==> src/rtl/fim_pkg.sv <==
// constants shared by the interrupt mask word block
package fim_pkg;

    // register map on the microprocessor port
    localparam int         ADDR_W        = 5;
    localparam int         DATA_W        = 8;
    localparam logic [4:0] ADDR_MASK_TWO = 5'h1D;
    localparam logic [4:0] ADDR_MASK_THR = 5'h1E;
    localparam logic [7:0] MASK_RESET    = 8'h00;
    localparam logic [7:0] MASK_THR_USED = 8'hDE;
    localparam logic [7:0] READ_UNMAPPED = 8'h00;

    // mask word two bit positions
    localparam int BIT_CHECK_MF_OVF   = 0;
    localparam int BIT_AUX_PATTERN    = 1;
    localparam int BIT_PATTERN_OVF    = 2;
    localparam int BIT_JITTER_LIMIT   = 3;
    localparam int BIT_FRAME_WORD_OVF = 4;
    localparam int BIT_ALIGN_CHANGE   = 5;
    localparam int BIT_CHECK_ERR_OVF  = 6;
    localparam int BIT_FAR_BLOCK_OVF  = 7;

    // mask word three bit positions
    localparam int BIT_SECOND_TIMER   = 1;
    localparam int BIT_FIRST_TIMER    = 2;
    localparam int BIT_ONE_SECOND     = 3;
    localparam int BIT_REMOTE_ALARM   = 4;
    localparam int BIT_CHECK_MF_LOSS  = 6;
    localparam int BIT_SIG_MF_LOSS    = 7;

    // source index in the combined sixteen bit word {word three, word two}
    localparam int NUM_SRC   = 16;
    localparam int THR_BASE  = 8;

    // interrupt vector codes
    localparam logic [7:0] VEC_NONE      = 8'h00;
    localparam logic [7:0] VEC_SYNC_LOSS = 8'h80;
    localparam logic [7:0] VEC_AUX       = 8'h40;
    localparam logic [7:0] VEC_COUNTER   = 8'h10;
    localparam logic [7:0] VEC_STATUS    = 8'h08;
    localparam logic [7:0] VEC_JITTER    = 8'h04;

    // vector for each source, index 15 first
    localparam logic [NUM_SRC-1:0][7:0] SRC_VEC = {
        VEC_SYNC_LOSS, VEC_SYNC_LOSS, VEC_NONE,   VEC_SYNC_LOSS,
        VEC_STATUS,    VEC_STATUS,    VEC_STATUS, VEC_NONE,
        VEC_COUNTER,   VEC_COUNTER,   VEC_STATUS, VEC_COUNTER,
        VEC_JITTER,    VEC_COUNTER,   VEC_AUX,    VEC_COUNTER
    };

    // jitter buffer margin in bytes
    localparam int JA_MARGIN = 4;

    // level sources through the edge detector
    localparam int NUM_LVL = 9;
    // bit order: align, aux, sig sync, check sync, remote alarm, 1 s, t1, t2, jitter
    localparam logic [NUM_LVL-1:0] LVL_RISE = 9'h1F3;
    localparam logic [NUM_LVL-1:0] LVL_FALL = 9'h00D;

    // pin synchroniser reset image: {cs_n, rd_n, wr_n, ack_n, addr, data}
    localparam int          PIN_W   = 4 + ADDR_W + DATA_W;
    localparam logic [16:0] PIN_RST = 17'h1E000;

endpackage

==> src/rtl/fim_mask_words.sv <==
// interrupt mask words two and three with vector reporting
`timescale 1ns/100ps
module fim_mask_words
    import fim_pkg::*;
#(
    parameter int FILL_W   = 7,
    parameter int JA_DEPTH = 128
) (
    input  wire logic              core_clk,
    input  wire logic              rst_n,
    input  wire logic              cs_n,
    input  wire logic              rd_n,
    input  wire logic              wr_n,
    input  wire logic [ADDR_W-1:0] addr,
    input  wire logic [DATA_W-1:0] data_in,
    output logic      [DATA_W-1:0] data_out,
    output logic                   data_oe,
    input  wire logic              irq_ack_n,
    output logic                   irq_n,
    output logic      [7:0]        irq_vector,
    input  wire logic              far_block_err_ovf,
    input  wire logic              check_err_ovf,
    input  wire logic              frame_word_err_ovf,
    input  wire logic              pattern_err_ovf,
    input  wire logic              check_mf_ovf,
    input  wire logic              check_multiframe_aligned_flag,
    input  wire logic              aux_pattern_flag,
    input  wire logic              signalling_mf_sync,
    input  wire logic              check_mf_sync,
    input  wire logic              remote_mf_alarm,
    input  wire logic              one_second_flag,
    input  wire logic              first_timer_flag,
    input  wire logic              second_timer_flag,
    input  wire logic [FILL_W-1:0] jitter_fill
);

    initial begin
        if (JA_DEPTH <= 2 * JA_MARGIN || JA_DEPTH > (1 << FILL_W)) begin
            $error("jitter depth does not fit margin or fill width");
        end
    end

    localparam logic [FILL_W-1:0] FILL_LOW  = FILL_W'(JA_MARGIN);
    localparam logic [FILL_W-1:0] FILL_HIGH = FILL_W'(JA_DEPTH - JA_MARGIN);

    // vector code of a set of pending sources
    function automatic logic [7:0] vec_of(input logic [NUM_SRC-1:0] src);
        logic [7:0] v;
        v = VEC_NONE;
        for (int i = 0; i < NUM_SRC; i++) begin
            if (src[i]) begin
                v = v | SRC_VEC[i];
            end
        end
        return v;
    endfunction

    // microprocessor port pins
    logic [PIN_W-1:0] pin_s;
    logic             wr_n_d;
    logic [7:0]       mask_two;
    logic [7:0]       mask_thr;
    logic [NUM_SRC-1:0] pend;

    fim_sync #(
        .W       (PIN_W),
        .RST_VAL (PIN_RST)
    ) u_sync (
        .core_clk (core_clk),
        .rst_n    (rst_n),
        .pin_in   ({cs_n, rd_n, wr_n, irq_ack_n, addr, data_in}),
        .pin_sync (pin_s)
    );

    wire              cs_s   = ~pin_s[PIN_W-1];
    wire              rd_s   = ~pin_s[PIN_W-2];
    wire              wr_n_s = pin_s[PIN_W-3];
    wire              ack_s  = ~pin_s[PIN_W-4];
    wire [ADDR_W-1:0] addr_s = pin_s[DATA_W +: ADDR_W];
    wire [DATA_W-1:0] data_s = pin_s[DATA_W-1:0];

    // write takes effect at the trailing edge of the write strobe
    wire wr_done  = cs_s & wr_n_s & ~wr_n_d;
    wire hit_two  = addr_s == ADDR_MASK_TWO;
    wire hit_thr  = addr_s == ADDR_MASK_THR;
    wire [7:0] rd_mux = hit_two ? mask_two : (hit_thr ? mask_thr : READ_UNMAPPED);

    wire [7:0] next_mask_two = (wr_done && hit_two) ? data_s : mask_two;
    wire [7:0] next_mask_thr = (wr_done && hit_thr) ? (data_s & MASK_THR_USED) : mask_thr;

    always_ff @(posedge core_clk or negedge rst_n) begin
        if (!rst_n) begin
            wr_n_d   <= 1'b1;
            mask_two <= MASK_RESET;
            mask_thr <= MASK_RESET;
            data_out <= READ_UNMAPPED;
            data_oe  <= 1'b0;
        end else begin
            wr_n_d   <= wr_n_s;
            mask_two <= next_mask_two;
            mask_thr <= next_mask_thr;
            data_out <= rd_mux;
            data_oe  <= cs_s & rd_s;
        end
    end

    // jitter buffer near a limit
    wire jitter_near = (jitter_fill <= FILL_LOW) || (jitter_fill >= FILL_HIGH);

    wire [NUM_LVL-1:0] lvl_pulse;

    fim_edge #(
        .W    (NUM_LVL),
        .RISE (LVL_RISE),
        .FALL (LVL_FALL)
    ) u_edge (
        .core_clk (core_clk),
        .rst_n    (rst_n),
        .level    ({jitter_near, second_timer_flag, first_timer_flag, one_second_flag,
                    remote_mf_alarm, check_mf_sync, signalling_mf_sync,
                    aux_pattern_flag, check_multiframe_aligned_flag}),
        .pulse    (lvl_pulse)
    );

    // source events in mask bit order
    logic [NUM_SRC-1:0] evt;
    always_comb begin
        evt                               = '0;
        evt[BIT_CHECK_MF_OVF]             = check_mf_ovf;
        evt[BIT_AUX_PATTERN]              = lvl_pulse[1];
        evt[BIT_PATTERN_OVF]              = pattern_err_ovf;
        evt[BIT_JITTER_LIMIT]             = lvl_pulse[8];
        evt[BIT_FRAME_WORD_OVF]           = frame_word_err_ovf;
        evt[BIT_ALIGN_CHANGE]             = lvl_pulse[0];
        evt[BIT_CHECK_ERR_OVF]            = check_err_ovf;
        evt[BIT_FAR_BLOCK_OVF]            = far_block_err_ovf;
        evt[THR_BASE + BIT_SECOND_TIMER]  = lvl_pulse[7];
        evt[THR_BASE + BIT_FIRST_TIMER]   = lvl_pulse[6];
        evt[THR_BASE + BIT_ONE_SECOND]    = lvl_pulse[5];
        evt[THR_BASE + BIT_REMOTE_ALARM]  = lvl_pulse[4];
        evt[THR_BASE + BIT_CHECK_MF_LOSS] = lvl_pulse[3];
        evt[THR_BASE + BIT_SIG_MF_LOSS]   = lvl_pulse[2];
    end

    // only enabled events latch; a new event beats the acknowledge
    wire [NUM_SRC-1:0] enable    = {mask_thr & MASK_THR_USED, mask_two};
    wire [NUM_SRC-1:0] set       = evt & enable;
    wire [NUM_SRC-1:0] next_pend = (ack_s ? '0 : pend) | set;

    always_ff @(posedge core_clk or negedge rst_n) begin
        if (!rst_n) begin
            pend       <= '0;
            irq_n      <= 1'b1;
            irq_vector <= VEC_NONE;
        end else begin
            pend       <= next_pend;
            irq_n      <= ~|next_pend;
            irq_vector <= vec_of(next_pend);
        end
    end
endmodule

==> src/rtl/fim_sync.sv <==
// two flip-flop synchroniser for pins
`timescale 1ns/100ps
module fim_sync
    import fim_pkg::*;
#(
    parameter int           W       = 1,
    parameter logic [W-1:0] RST_VAL = '0
) (
    input  wire logic         core_clk,
    input  wire logic         rst_n,
    input  wire logic [W-1:0] pin_in,
    output logic      [W-1:0] pin_sync
);

    logic [W-1:0] meta;

    initial begin
        if (W < 1) begin
            $error("fim_sync width must be at least one");
        end
    end

    always_ff @(posedge core_clk or negedge rst_n) begin
        if (!rst_n) begin
            meta     <= RST_VAL;
            pin_sync <= RST_VAL;
        end else begin
            meta     <= pin_in;
            pin_sync <= meta;
        end
    end

endmodule

==> src/rtl/fim_edge.sv <==
// edge detector for status levels, primed on the first cycle after reset
`timescale 1ns/100ps
module fim_edge
    import fim_pkg::*;
#(
    parameter int           W    = 1,
    parameter logic [W-1:0] RISE = '1,
    parameter logic [W-1:0] FALL = '0
) (
    input  wire logic         core_clk,
    input  wire logic         rst_n,
    input  wire logic [W-1:0] level,
    output logic      [W-1:0] pulse
);

    logic [W-1:0] prev;
    logic         primed;

    wire  [W-1:0] rose = level & ~prev;
    wire  [W-1:0] fell = ~level & prev;

    // no pulse until the previous level is known
    assign pulse = primed ? ((rose & RISE) | (fell & FALL)) : '0;

    always_ff @(posedge core_clk or negedge rst_n) begin
        if (!rst_n) begin
            prev   <= '0;
            primed <= 1'b0;
        end else begin
            prev   <= level;
            primed <= 1'b1;
        end
    end

endmodule

==> config.mk <==
export PLATFORM = sky130hd
export DESIGN_NAME = fim_mask_words
export DESIGN_NICKNAME = d
export VERILOG_FILES = /design/src/rtl/fim_pkg.sv /design/src/rtl/fim_mask_words.sv /design/src/rtl/fim_sync.sv /design/src/rtl/fim_edge.sv
export SDC_FILE = /design/constraint.sdc
export NUM_CORES = 1
export LEC_CHECK = 0
export ABC_CLOCK_PERIOD_IN_PS = 2300
export BUFFER_PORTS_ARGS = -buffer_cell sky130_fd_sc_hd__buf_4
export CAP_MARGIN = 20
export CORE_AREA = 2 2 88 90
export CTS_BUF_LIST = sky130_fd_sc_hd__clkbuf_8
export DETAILED_ROUTE_END_ITERATION = 12
export DIE_AREA = 0 0 90 92
export SKIP_LAST_GASP = 1
export SYNTH_ARGS = -nofsm -noshare
export SYNTH_HDL_FRONTEND = slang
export SYNTH_HIERARCHICAL = 1
export SYNTH_SLANG_ARGS = --single-unit
==> constraint.sdc <==
create_clock -name core_clk -period 2.3 [get_ports core_clk]
set_clock_uncertainty 0.05 [all_clocks]
set_input_delay 0.46 -clock core_clk [delete_from_list [all_inputs] [get_ports core_clk]]
set_output_delay 0.46 -clock core_clk [all_outputs]
set_load 0.02 [all_outputs]
## Word-level counts from Yosys, hierarchy flattened

Cells that the tools add are included.

| word-level totals | value |
|---|---|
| register bits | 93 |
| input bits | 39 |

| cells by class | value |
|---|---|
| $lt $le $gt $ge | 2 |
| equal/unequal tests | 2 |
| mux-type cells | 18 |
| bitwise operators | 13 |
| reduce and logical (&&, ||, !) cells | 5 |

Operators by type and width:

| cell | number |
|---|---|
| two-way mux 8 bit | 5 |
| two-way mux 5 bit | 5 |
| bitwise AND 16 bit | 1 |
| two-way mux 16 bit | 1 |
| two-way mux 4 bit | 4 |
| bitwise OR 16 bit | 1 |
| OR reduction 16 bit | 1 |
| == test 5 bit (second input constant) | 2 |
| bitwise AND 9 bit | 1 |
| two-way mux 9 bit | 1 |
| NOT 9 bit | 1 |
| bitwise OR 9 x 4 -> 9 bit | 1 |
| greater-or-equal comparator 7 bit (second input constant) | 1 |
| <= comparator 7 x 3 -> 1 bit (second input constant) | 1 |
| two-way mux 7 bit | 1 |
| bitwise AND 4 bit | 1 |
| NOT 4 bit | 1 |
| bitwise AND 1 bit | 3 |
| two-way mux 3 bit | 1 |
| NOT 1 bit | 3 |
| logical AND 1 bit | 2 |
| logical NOT 1 bit | 1 |
| logical OR 1 bit | 1 |

## Logic depth before layout (Yosys ltp)

Gate-level depths: netlist of run 1.

| depth | value |
|---|---|
| word-level depth | 21 |
| depth in mapped cells | 7 |

## Hierarchy

Netlist of run 1, hierarchy kept.

By module, submodules not included:

| module | instances | cells an instance | area each (µm²) |
|---|---|---|---|
| fim_mask_words | 1 | 112 | 1,667.8 |
| fim_sync | 1 | 34 | 860.8 |
| fim_edge | 1 | 22 | 337.8 |

## Least setup slack after synthesis of run 1

No wires, ideal clock.

| timing | value |
|---|---|
| kind | register to register |
| start | reg u_sync.pin_sync[12] |
| end | reg mask_two[0] |
| setup time | 0.125 ns |
| arrival time | 1.490 ns |
| slack | 0.635 ns |
| cell stages (with the launch flop) | 6 |
| buffers on the path | 1 |
| period minus slack after synthesis | 1.665 ns |
| path through | dfrtp_1 -> nand3_1 -> nor3b_2 -> and4bb_1 -> buf_4 -> mux2_2 |

| between the ends | value |
|---|---|
| cells in the longest elaborated chain, start to end | 2 |

RTL lines:

| what | RTL line | text |
|---|---|---|
| from (decl) | fim_sync.sv:12 | `output logic [W-1:0] pin_sync` |
| from (signal assigned) | fim_sync.sv:29 | `pin_sync <= meta;` |
| == test 5 bit | fim_mask_words.sv:84 | `wire hit_two = addr_s == ADDR_MASK_TWO;` |
| logical AND 1 bit | fim_mask_words.sv:88 | `wire [7:0] next_mask_two = (wr_done && hit_two) ? data_s : mask_two;` |
| to (signal assigned) | fim_mask_words.sv:100 | `mask_two <= next_mask_two;` |
| to (decl) | fim_mask_words.sv:61 | `logic [7:0] mask_two;` |

Every way passes these cells.
A chain may end at the register's enable or synchronous reset.

## Final worst setup path of run 1

| timing | value |
|---|---|
| start | reg u_edge.primed |
| end | reg irq_n |

| between the ends | value |
|---|---|
| cells in the longest elaborated chain, start to end | 5 |

RTL lines:

| what | RTL line | text |
|---|---|---|
| from (decl) | fim_edge.sv:17 | `logic primed;` |
| from (signal assigned) | fim_edge.sv:28 | `primed <= 1'b0;` |
| from (signal assigned) | fim_edge.sv:31 | `primed <= 1'b1;` |
| two-way mux 9 bit | fim_edge.sv:23 | `assign pulse = primed ? ((rose & RISE) \| (fell & FALL)) : '0;` |
| named net lvl_pulse[5] | fim_mask_words.sv:110 | `wire [NUM_LVL-1:0] lvl_pulse;` |
| bitwise AND 16 bit | fim_mask_words.sv:147 | `wire [NUM_SRC-1:0] set = evt & enable;` |
| bitwise OR 16 bit | fim_mask_words.sv:148 | `wire [NUM_SRC-1:0] next_pend = (ack_s ? '0 : pend) \| set;` |
| named net next_pend[11] | fim_mask_words.sv:148 |  |
| OR reduction 16 bit | fim_mask_words.sv:157 | `irq_n <= ~\|next_pend;` |
| logical NOT 1 bit | fim_mask_words.sv:157 |  |
| to (signal assigned) | fim_mask_words.sv:157 |  |
| to (decl) | fim_mask_words.sv:19 | `output logic irq_n,` |

The timed path passes the listed nets, and every way through them passes these cells.

==> impl_metrics.tcl, run 1 <==
set metrics [dict create \
    status "finished clean" \
    top_layer_used_by_detailed_routing "met4" \
    core_region_area_sq_um 7450 \
    design.die.area_sq_um 8280 \
    clock_insertion_delay_worst_skew_ns 0.35 \
    placement.cell_area_sq_um 3380 \
    worst_ep_required_time_ns 2.54 \
    crit-reg2reg-launch "u_edge/primed$_DFF_PN0_" \
    num_io_pins 57 \
    post_synth_main_area_contributors "sky130_fd_sc_hd__dfrtp_1 68%, sky130_fd_sc_hd__dfstp_2 9.2%, sky130_fd_sc_hd__a22o_1 6.1%" \
    cpLargestDelayFamily "simple AND/OR/NAND/NOR gates" \
    tritoncts_num_sinks 88 \
    critical_path_buf_inv_count 0 \
    drt-initial-drc-count 90 \
    power.density_nw_per_um2 789 \
    seq_area_frac_synth_pct 77.3 \
    design.final.nets 269 \
    irDropWorstVdd_mv 0.392 \
    final_max_slew_viol_count 0 \
    cp_common_cell "sky130_fd_sc_hd__and3b_1" \
    tritoncts_clock_tree "done" \
    total_instance_count_after_detailed_placement 320 \
    setup.worst_path.end_class "flop" \
    grt_overflow 0 \
    placement_rows 32 \
    place_hpwl_mm 3.27 \
    dp_slack_ns 0.457 \
    grt_setup_unrepaired "no" \
    grt_first_pass_wirelength_mm 8.09 \
    setup_total_neg_slack_ns 0 \
    worstHoldStart "one_second_flag" \
    drcViolationCount 0 \
    post_synth_num_cell_types 22 \
    gp_congestion 0.749 \
    dr_wl_met3_um 182 \
    timing.hold.worst.class "in -> reg" \
    maximum_fanout_along_the_worst_path 9 \
    layout.core_utilization_pct 47.7 \
    synth.ff_latch_count 88 \
    antenna_cells_inserted 0 \
    period_needed_ns 1.79 \
    synth_area_per_inst_sq_um 17.1 \
    finalHoldWorstSlack_ns 0.167 \
    placement.io_buffers 53 \
    syn_area_sq_um 2870 \
    path_clk_slew_ns 0.08 \
    routed_wirelength_mm 4.80 \
    wl_per_cell_um 14.2 \
    maxCapViolations 0 \
    power.static_leakage_nw 1.76 \
    antenna_left 0 \
    fmax_mhz 560 \
    first_pass_iters 4 \
    ctsLongestPathBuffers 2 \
    stdcell_count 337 \
    first_global_vias 1623 \
    worst_setup_path_start_kind "flop" \
    maximum_number_of_pins_on_one_net_before_global_route_repair 46 \
    antenna_found_initial 0 \
    viasPerCell 4.52 \
    post-synth-top-area-fraction_pct 68.1 \
    slowest_delay_ns 0.51 \
    cts_made_buffers 9 \
    setup_viol 0 \
    timing.critical_path.cells "and3b_1, a22o_1, or4_4, nor2_1, and3b_1" \
    yosys_warn_count 6 \
    cp.arrival_ns 2.02 \
    initial_utilization_pct 38.5 \
    detailed_routing_wirelength_on_met1_mm 2.17 \
    post-route-period-util_pct 77.7 \
    post-synth-top-area-cell "sky130_fd_sc_hd__dfrtp_1" \
    wl_met2_mm 2.34 \
    cts.root.buffer_cell "sky130_fd_sc_hd__clkbuf_8" \
    timing.final.hold_violations 0 \
    synthesis.instances 168 \
    detailroute.via_count 1523 \
    critPathKind "reg -> reg" \
    die_outline_height_um 92 \
    worst_path_max_delay_cell "sky130_fd_sc_hd__or4_4" \
    critPathLaunch "u_edge/primed$_DFF_PN0_" \
    horizontal_die_dimension_um 90 \
    postLayoutSetupSlackWorst_ns 0.513 \
    syn_to_layout_area_delta_pct 23.9 \
    final_area_sq_um 3550 \
    share_of_cells_above_drive_strength_1_pct 41.7 \
    ctsHtreeMaxLevel 3 \
    tot_pwr_mw 2.80 \
    gr-usage-all-layers_pct 13.1 \
]
## worst paths after layout
| path | to | slack [ns] | cells past startpoint |
|---|---|---|---|
| hold / removal | u_edge/prev[5]$_DFF_PN0_ | 0.17 | 1 |
| setup / recovery | irq_n$_DFF_PN1_ | 0.51 | 5 |
| max in group asynchronous | u_sync/meta[13]$_DFF_PN1_ | 1.07 | 3 |
| min in group asynchronous | data_out[6]$_DFF_PN0_ | 0.51 | 2 |
| hold reg to reg | u_sync/pin_sync[10]$_DFF_PN0_ | 0.30 | 0 |
| setup reg to reg | irq_n$_DFF_PN1_ | 0.51 | 5 |
## layout by cell type, fill, tap and decap left out, types with 2 or more instances in the layout
| master | netlist | routed |
|---|---|---|
| sky130_fd_sc_hd__a22o_1 | 20 | 20 |
| sky130_fd_sc_hd__nor2_1 | 4 | 4 |
| sky130_fd_sc_hd__dfrtp_1 | 78 | 78 |
| sky130_fd_sc_hd__and3b_1 | 8 | 8 |
| sky130_fd_sc_hd__clkinv_2 | 0 | 2 |
| sky130_fd_sc_hd__clkbuf_8 | 0 | 10 |
| sky130_fd_sc_hd__mux2_2 | 14 | 14 |
| sky130_fd_sc_hd__buf_4 | 6 | 56 |
| sky130_fd_sc_hd__and2_1 | 5 | 5 |
| sky130_fd_sc_hd__nand2_1 | 4 | 4 |
| sky130_fd_sc_hd__conb_1 | 2 | 4 |
| sky130_fd_sc_hd__nand3_1 | 2 | 2 |
| sky130_fd_sc_hd__dfstp_2 | 10 | 10 |
| sky130_fd_sc_hd__o21ai_0 | 2 | 2 |
| sky130_fd_sc_hd__nor4_1 | 2 | 2 |
| sky130_fd_sc_hd__nor3b_2 | 2 | 2 |
| sky130_fd_sc_hd__inv_1 | 0 | 3 |
## sequential cells by signal (all words and copies together), names as in the netlist
name,cells
data_out,8
irq_n,1
u_edge/primed,1
data_oe,1
u_sync/pin_sync,17
wr_n_d,1
u_sync/meta,17
mask_two,8
irq_vector,3
mask_thr,6
u_edge/prev,9
pend,16
## cell families (layout without fill, tap and decap cells)
group	count (synthesis)	in the layout	share of synthesized area (%)
AOI/OAI and AO/OA	22	22	6.46
xor gates and xnor gates	1	1	0.306
buffers and inverters	9	74	2.31
DFF	88	88	77.3
muxes	14	14	5.50
other	2	4	0.262
and+or+nand+nor	32	32	7.90
## cells in the mapped netlist (all sizes together)
cell type and count:
dfrtp 78, a22o 20, mux2 14, dfstp 10, buf 9, and3b 8, and2 5, nand2 4
nor2 4, and4bb 2, conb 2, nand3 2, nor3b 2, nor4 2, o21ai 2, nor3 1
or3 1, or4 1, xor2 1
## layout make-up
cell class / count / area [sq um]
timing repair buffer: 58 / 450
tap: 102 / 128
multi-input combinational: 73 / 593
clock buffer: 10 / 138
clock inverter: 6 / 28.8
fill: 700 / 3890
sequential: 88 / 2210
## layer usage
metal | vias up | track usage [%]
li1 | 707 | -
met1 | 768 | 16.9
met2 | 39 | 19.8
met3 | 9 | 3.53
met4 | 0 | 8.46
met5 | - | 0
## worst reg2reg max path, delay by kind of cell (launching register included)
| kind | cells | cell delay, ns |
|---|---|---|
| compound gates | 1 | 0.19 |
| simple gates | 4 | 1.01 |
| flops | 1 | 0.48 |
## where the power goes
part,internal (mW),switching (mW)
Clock,0.407,0.486
Combinational,0.115,0.104
Sequential,1.65,0.0461
## timing repair
action / CTS / global route
setup buffers: 0 / 0
hold endpoints to repair: 20 / 0
hold buffers: 1 / 0
resized for setup: 0 / 0
(Power assumes the default switching activity.)
==> run 2: changes to the inputs <==
--- a/config.mk
+++ b/config.mk
@@ -5,13 +5,14 @@
 export SDC_FILE = /design/constraint.sdc
 export NUM_CORES = 1
 export LEC_CHECK = 0
-export ABC_CLOCK_PERIOD_IN_PS = 2300
+export ABC_AREA = 1
+export ABC_CLOCK_PERIOD_IN_PS = 1850
 export BUFFER_PORTS_ARGS = -buffer_cell sky130_fd_sc_hd__buf_4
 export CAP_MARGIN = 20
-export CORE_AREA = 2 2 88 90
+export CORE_AREA = 2 2 92 94
 export CTS_BUF_LIST = sky130_fd_sc_hd__clkbuf_8
 export DETAILED_ROUTE_END_ITERATION = 12
-export DIE_AREA = 0 0 90 92
+export DIE_AREA = 0 0 94 96
 export SKIP_LAST_GASP = 1
 export SYNTH_ARGS = -nofsm -noshare
 export SYNTH_HDL_FRONTEND = slang
==> constraint.sdc (replaced) <==
create_clock -name core_clk -period 1.85 [get_ports core_clk]
set_clock_uncertainty 0.05 [all_clocks]
set_input_delay 0.37 -clock core_clk [delete_from_list [all_inputs] [get_ports core_clk]]
set_output_delay 0.37 -clock core_clk [all_outputs]
set_load 0.02 [all_outputs]
==> impl_metrics.tcl, run 2 <==
set metrics [dict create \
    synth.ff_latch_count 88 \
    first_pass_iters 5 \
    placement.io_buffers 53 \
    post-route-period-util_pct 77.0 \
    timing.final.hold_violations 0 \
    ctsLongestPathBuffers 2 \
    synthMostInstantiatedCell "sky130_fd_sc_hd__nand2_1" \
    path_clk_slew_ns 0.10 \
    syn_area_sq_um 3130 \
    ctsHtreeMaxLevel 3 \
    clock_power_share_pct 34.3 \
    horizontal_die_dimension_um 94 \
    cpLargestDelayFamily "flip-flops" \
    tritoncts_clock_tree "done" \
    power.net_switching_uw 958 \
    synthesis.instances 273 \
    drt-initial-drc-count 57 \
    worst-path-stages 1 \
    gr-usage-all-layers_pct 12.4 \
    gp_congestion 0.793 \
    crit-reg2reg-launch "u_sync/pin_sync[14]$_DFF_PN1_" \
    share_of_cells_above_drive_strength_1_pct 34.4 \
    critical_path_buf_inv_count 1 \
    maximum_number_of_pins_on_one_net_before_global_route_repair 51 \
    num_io_pins 57 \
    critPathKind "reg -> out" \
    post-synth-top-area-cell "sky130_fd_sc_hd__dfrtp_1" \
    antenna_left 0 \
    placement_rows 33 \
    post-synth-top-area-fraction_pct 62.4 \
    reg2reg_depth 4 \
    die_outline_height_um 96 \
    post_synth_main_area_contributors "sky130_fd_sc_hd__dfrtp_1 62%, sky130_fd_sc_hd__nand2_1 11%, sky130_fd_sc_hd__dfstp_2 8.4%" \
    viasPerCell 4.22 \
    setup.worst_path.end_class "primary output" \
    grt_setup_unrepaired "no" \
    ys_top_cells_by_count "88 x sky130_fd_sc_hd__nand2_1, 78 x sky130_fd_sc_hd__dfrtp_1, 22 x sky130_fd_sc_hd__nor2_1" \
    synth_enable_flop_cells 0 \
    post_synth_num_cell_types 20 \
    yosys_warn_count 6 \
    area_of_the_multi_input_gates_sq_um 738 \
    synth_area_per_inst_sq_um 11.4 \
    status "finished clean" \
    core_region_area_sq_um 8050 \
    initial_utilization_pct 38.8 \
    layout_commonest_cell "sky130_fd_sc_hd__nand2_1" \
    clock_insertion_delay_worst_skew_ns 0.35 \
    syn_to_layout_area_delta_pct 21.6 \
    cp.arrival_ns 1.00 \
    mostFrequentLayoutCells "88 x sky130_fd_sc_hd__nand2_1, 78 x sky130_fd_sc_hd__dfrtp_1, 54 x sky130_fd_sc_hd__buf_4, 22 x sky130_fd_sc_hd__nor2_1, 19 x sky130_fd_sc_hd__inv_1" \
    worst_ep_required_time_ns 1.43 \
    grt_first_pass_wirelength_mm 8.41 \
    post-cts-setup-buffer-count 0 \
    critPathLaunch "irq_n$_DFF_PN1_" \
    fill_cells 759 \
    seq_cell_area_sq_um 2210 \
    netSwitchingFraction_pct 26.1 \
    power.static_leakage_nw 2.00 \
    maxCapViolations 0 \
    irDropWorstVdd_mv 0.406 \
    antenna_cells_inserted 0 \
    tritoncts_num_sinks 88 \
    cts_made_buffers 9 \
    synthArstFlopShare_pct 100 \
    setup_total_neg_slack_ns 0 \
    timing.critical_path.cells "buf_4" \
    power.density_nw_per_um2 966 \
    timing.hold.worst_path_depth 1 \
    setup_viol 0 \
    power_frac_seq_pct 57.3 \
    cts.root.buffer_cell "sky130_fd_sc_hd__clkbuf_8" \
    comb_power_share_pct 8.4 \
    drcViolationCount 0 \
    period_needed_ns 1.42 \
    first_global_vias 1867 \
    worstHoldStart "rd_n" \
    seq_area_frac_synth_pct 70.9 \
    grt_overflow 0 \
    detailroute.via_count 1865 \
    maximum_fanout_along_the_worst_path 1 \
    yosys_most_used_dff "sky130_fd_sc_hd__dfrtp_1" \
    wl_per_cell_um 11.3 \
    antenna_found_initial 0 \
    design.final.nets 371 \
    design.die.area_sq_um 9020 \
    routed_wirelength_mm 4.99 \
    reg.largest.list "u_sync/meta: 17 flops, u_sync/pin_sync: 17 flops, pend: 16 flops" \
    final_max_slew_viol_count 0 \
    cell_int_power_mw 2.71 \
    place_hpwl_mm 3.60 \
    slowest_delay_ns 0.53 \
    fmax_mhz 702 \
    worst_setup_path_start_kind "flop" \
    layout.core_utilization_pct 47.2 \
    timing.hold.worst.class "in -> reg" \
    worst_path_max_delay_cell "sky130_fd_sc_hd__dfstp_2" \
]
==> run 2: cell types whose count changed after synthesis, sizes merged, moves of 3 or more <==
cell   delta
and2      -5
nand2    +98
mux2     -14
nor2     +21
a22o     -20
inv      +23
nand3     +3
o21ai    +12
and3b     -8
==> run 2: routing by layer <==
metal	share of wire, %	track usage, %	up-vias
met5	0	0	-
met4	1.7	5.43	0
met2	49	20.1	42
li1	-	-	941
met3	4.4	3.60	7
met1	45	15.5	875
==> run 2: area by class of cell <==
cell class                 count  area share [%]
tap                          105            3.46
multi-input combinational    154            19.4
timing repair buffer          56            11.5
inverter                      23            2.27
sequential                    88            58.3
clock inverter                 7            1.88
clock buffer                   9            3.26
==> run 2: path summary, 6_finish.rpt <==
| check | end | slack (ns) |
|---|---|---|
| worst max-delay path | irq_n | 0.43 |
| worst min-delay path | u_sync/meta[15]$_DFF_PN1_ | 0.06 |
| worst max register to register | mask_thr[2]$_DFFE_PN0P_ | 0.44 |
| worst min register to register | u_sync/pin_sync[14]$_DFF_PN1_ | 0.30 |
| max in group asynchronous | u_sync/meta[13]$_DFF_PN1_ | 0.77 |
| min in group asynchronous | u_sync/meta[11]$_DFF_PN0_ | 0.38 |
==> run 2: cells by family (layout without fill, tap and decap cells) <==
logic type | after synthesis | after routing | synth area share [%]
AOI/OAI and AO/OA | 15 | 15 | 3.96
buffers and inverters | 33 | 95 | 5.76
and+or+nand+nor | 135 | 135 | 19.2
DFF | 88 | 88 | 70.9
other | 2 | 4 | 0.240
==> run 2: what timing repair did <==
action	4_1_cts	5_1_grt
hold endpoints to repair	13	0
resized for setup	0	0
hold buffers	1	0
==> run 2: power by group through the flow <==
stage	logic (mW)	registers (mW)	clock network [mW]
after global routing	0.347	2.12	1.40
after global placement	0.310	2.14	0
final	0.307	2.10	1.26
after CTS	0.316	2.11	1.32
after detailed placement	0.313	2.14	0
after floorplan	0.137	2.15	0
==> run 2: stage by stage <==
step	setup WS, ns	area, sq um	hold slack (ns)	power (mW)	cells
2_1_floorplan	0.545	3130	0.0244	2.29	275
3_3_place_gp	0.471	3600	0.225	2.45	425
3_5_place_dp	0.444	3600	0.226	2.46	425
4_1_cts	0.400	3800	0.0420	3.74	442
5_1_grt	0.327	3800	0.0339	3.87	442
6_report	0.426	3800	0.0647	3.67	442
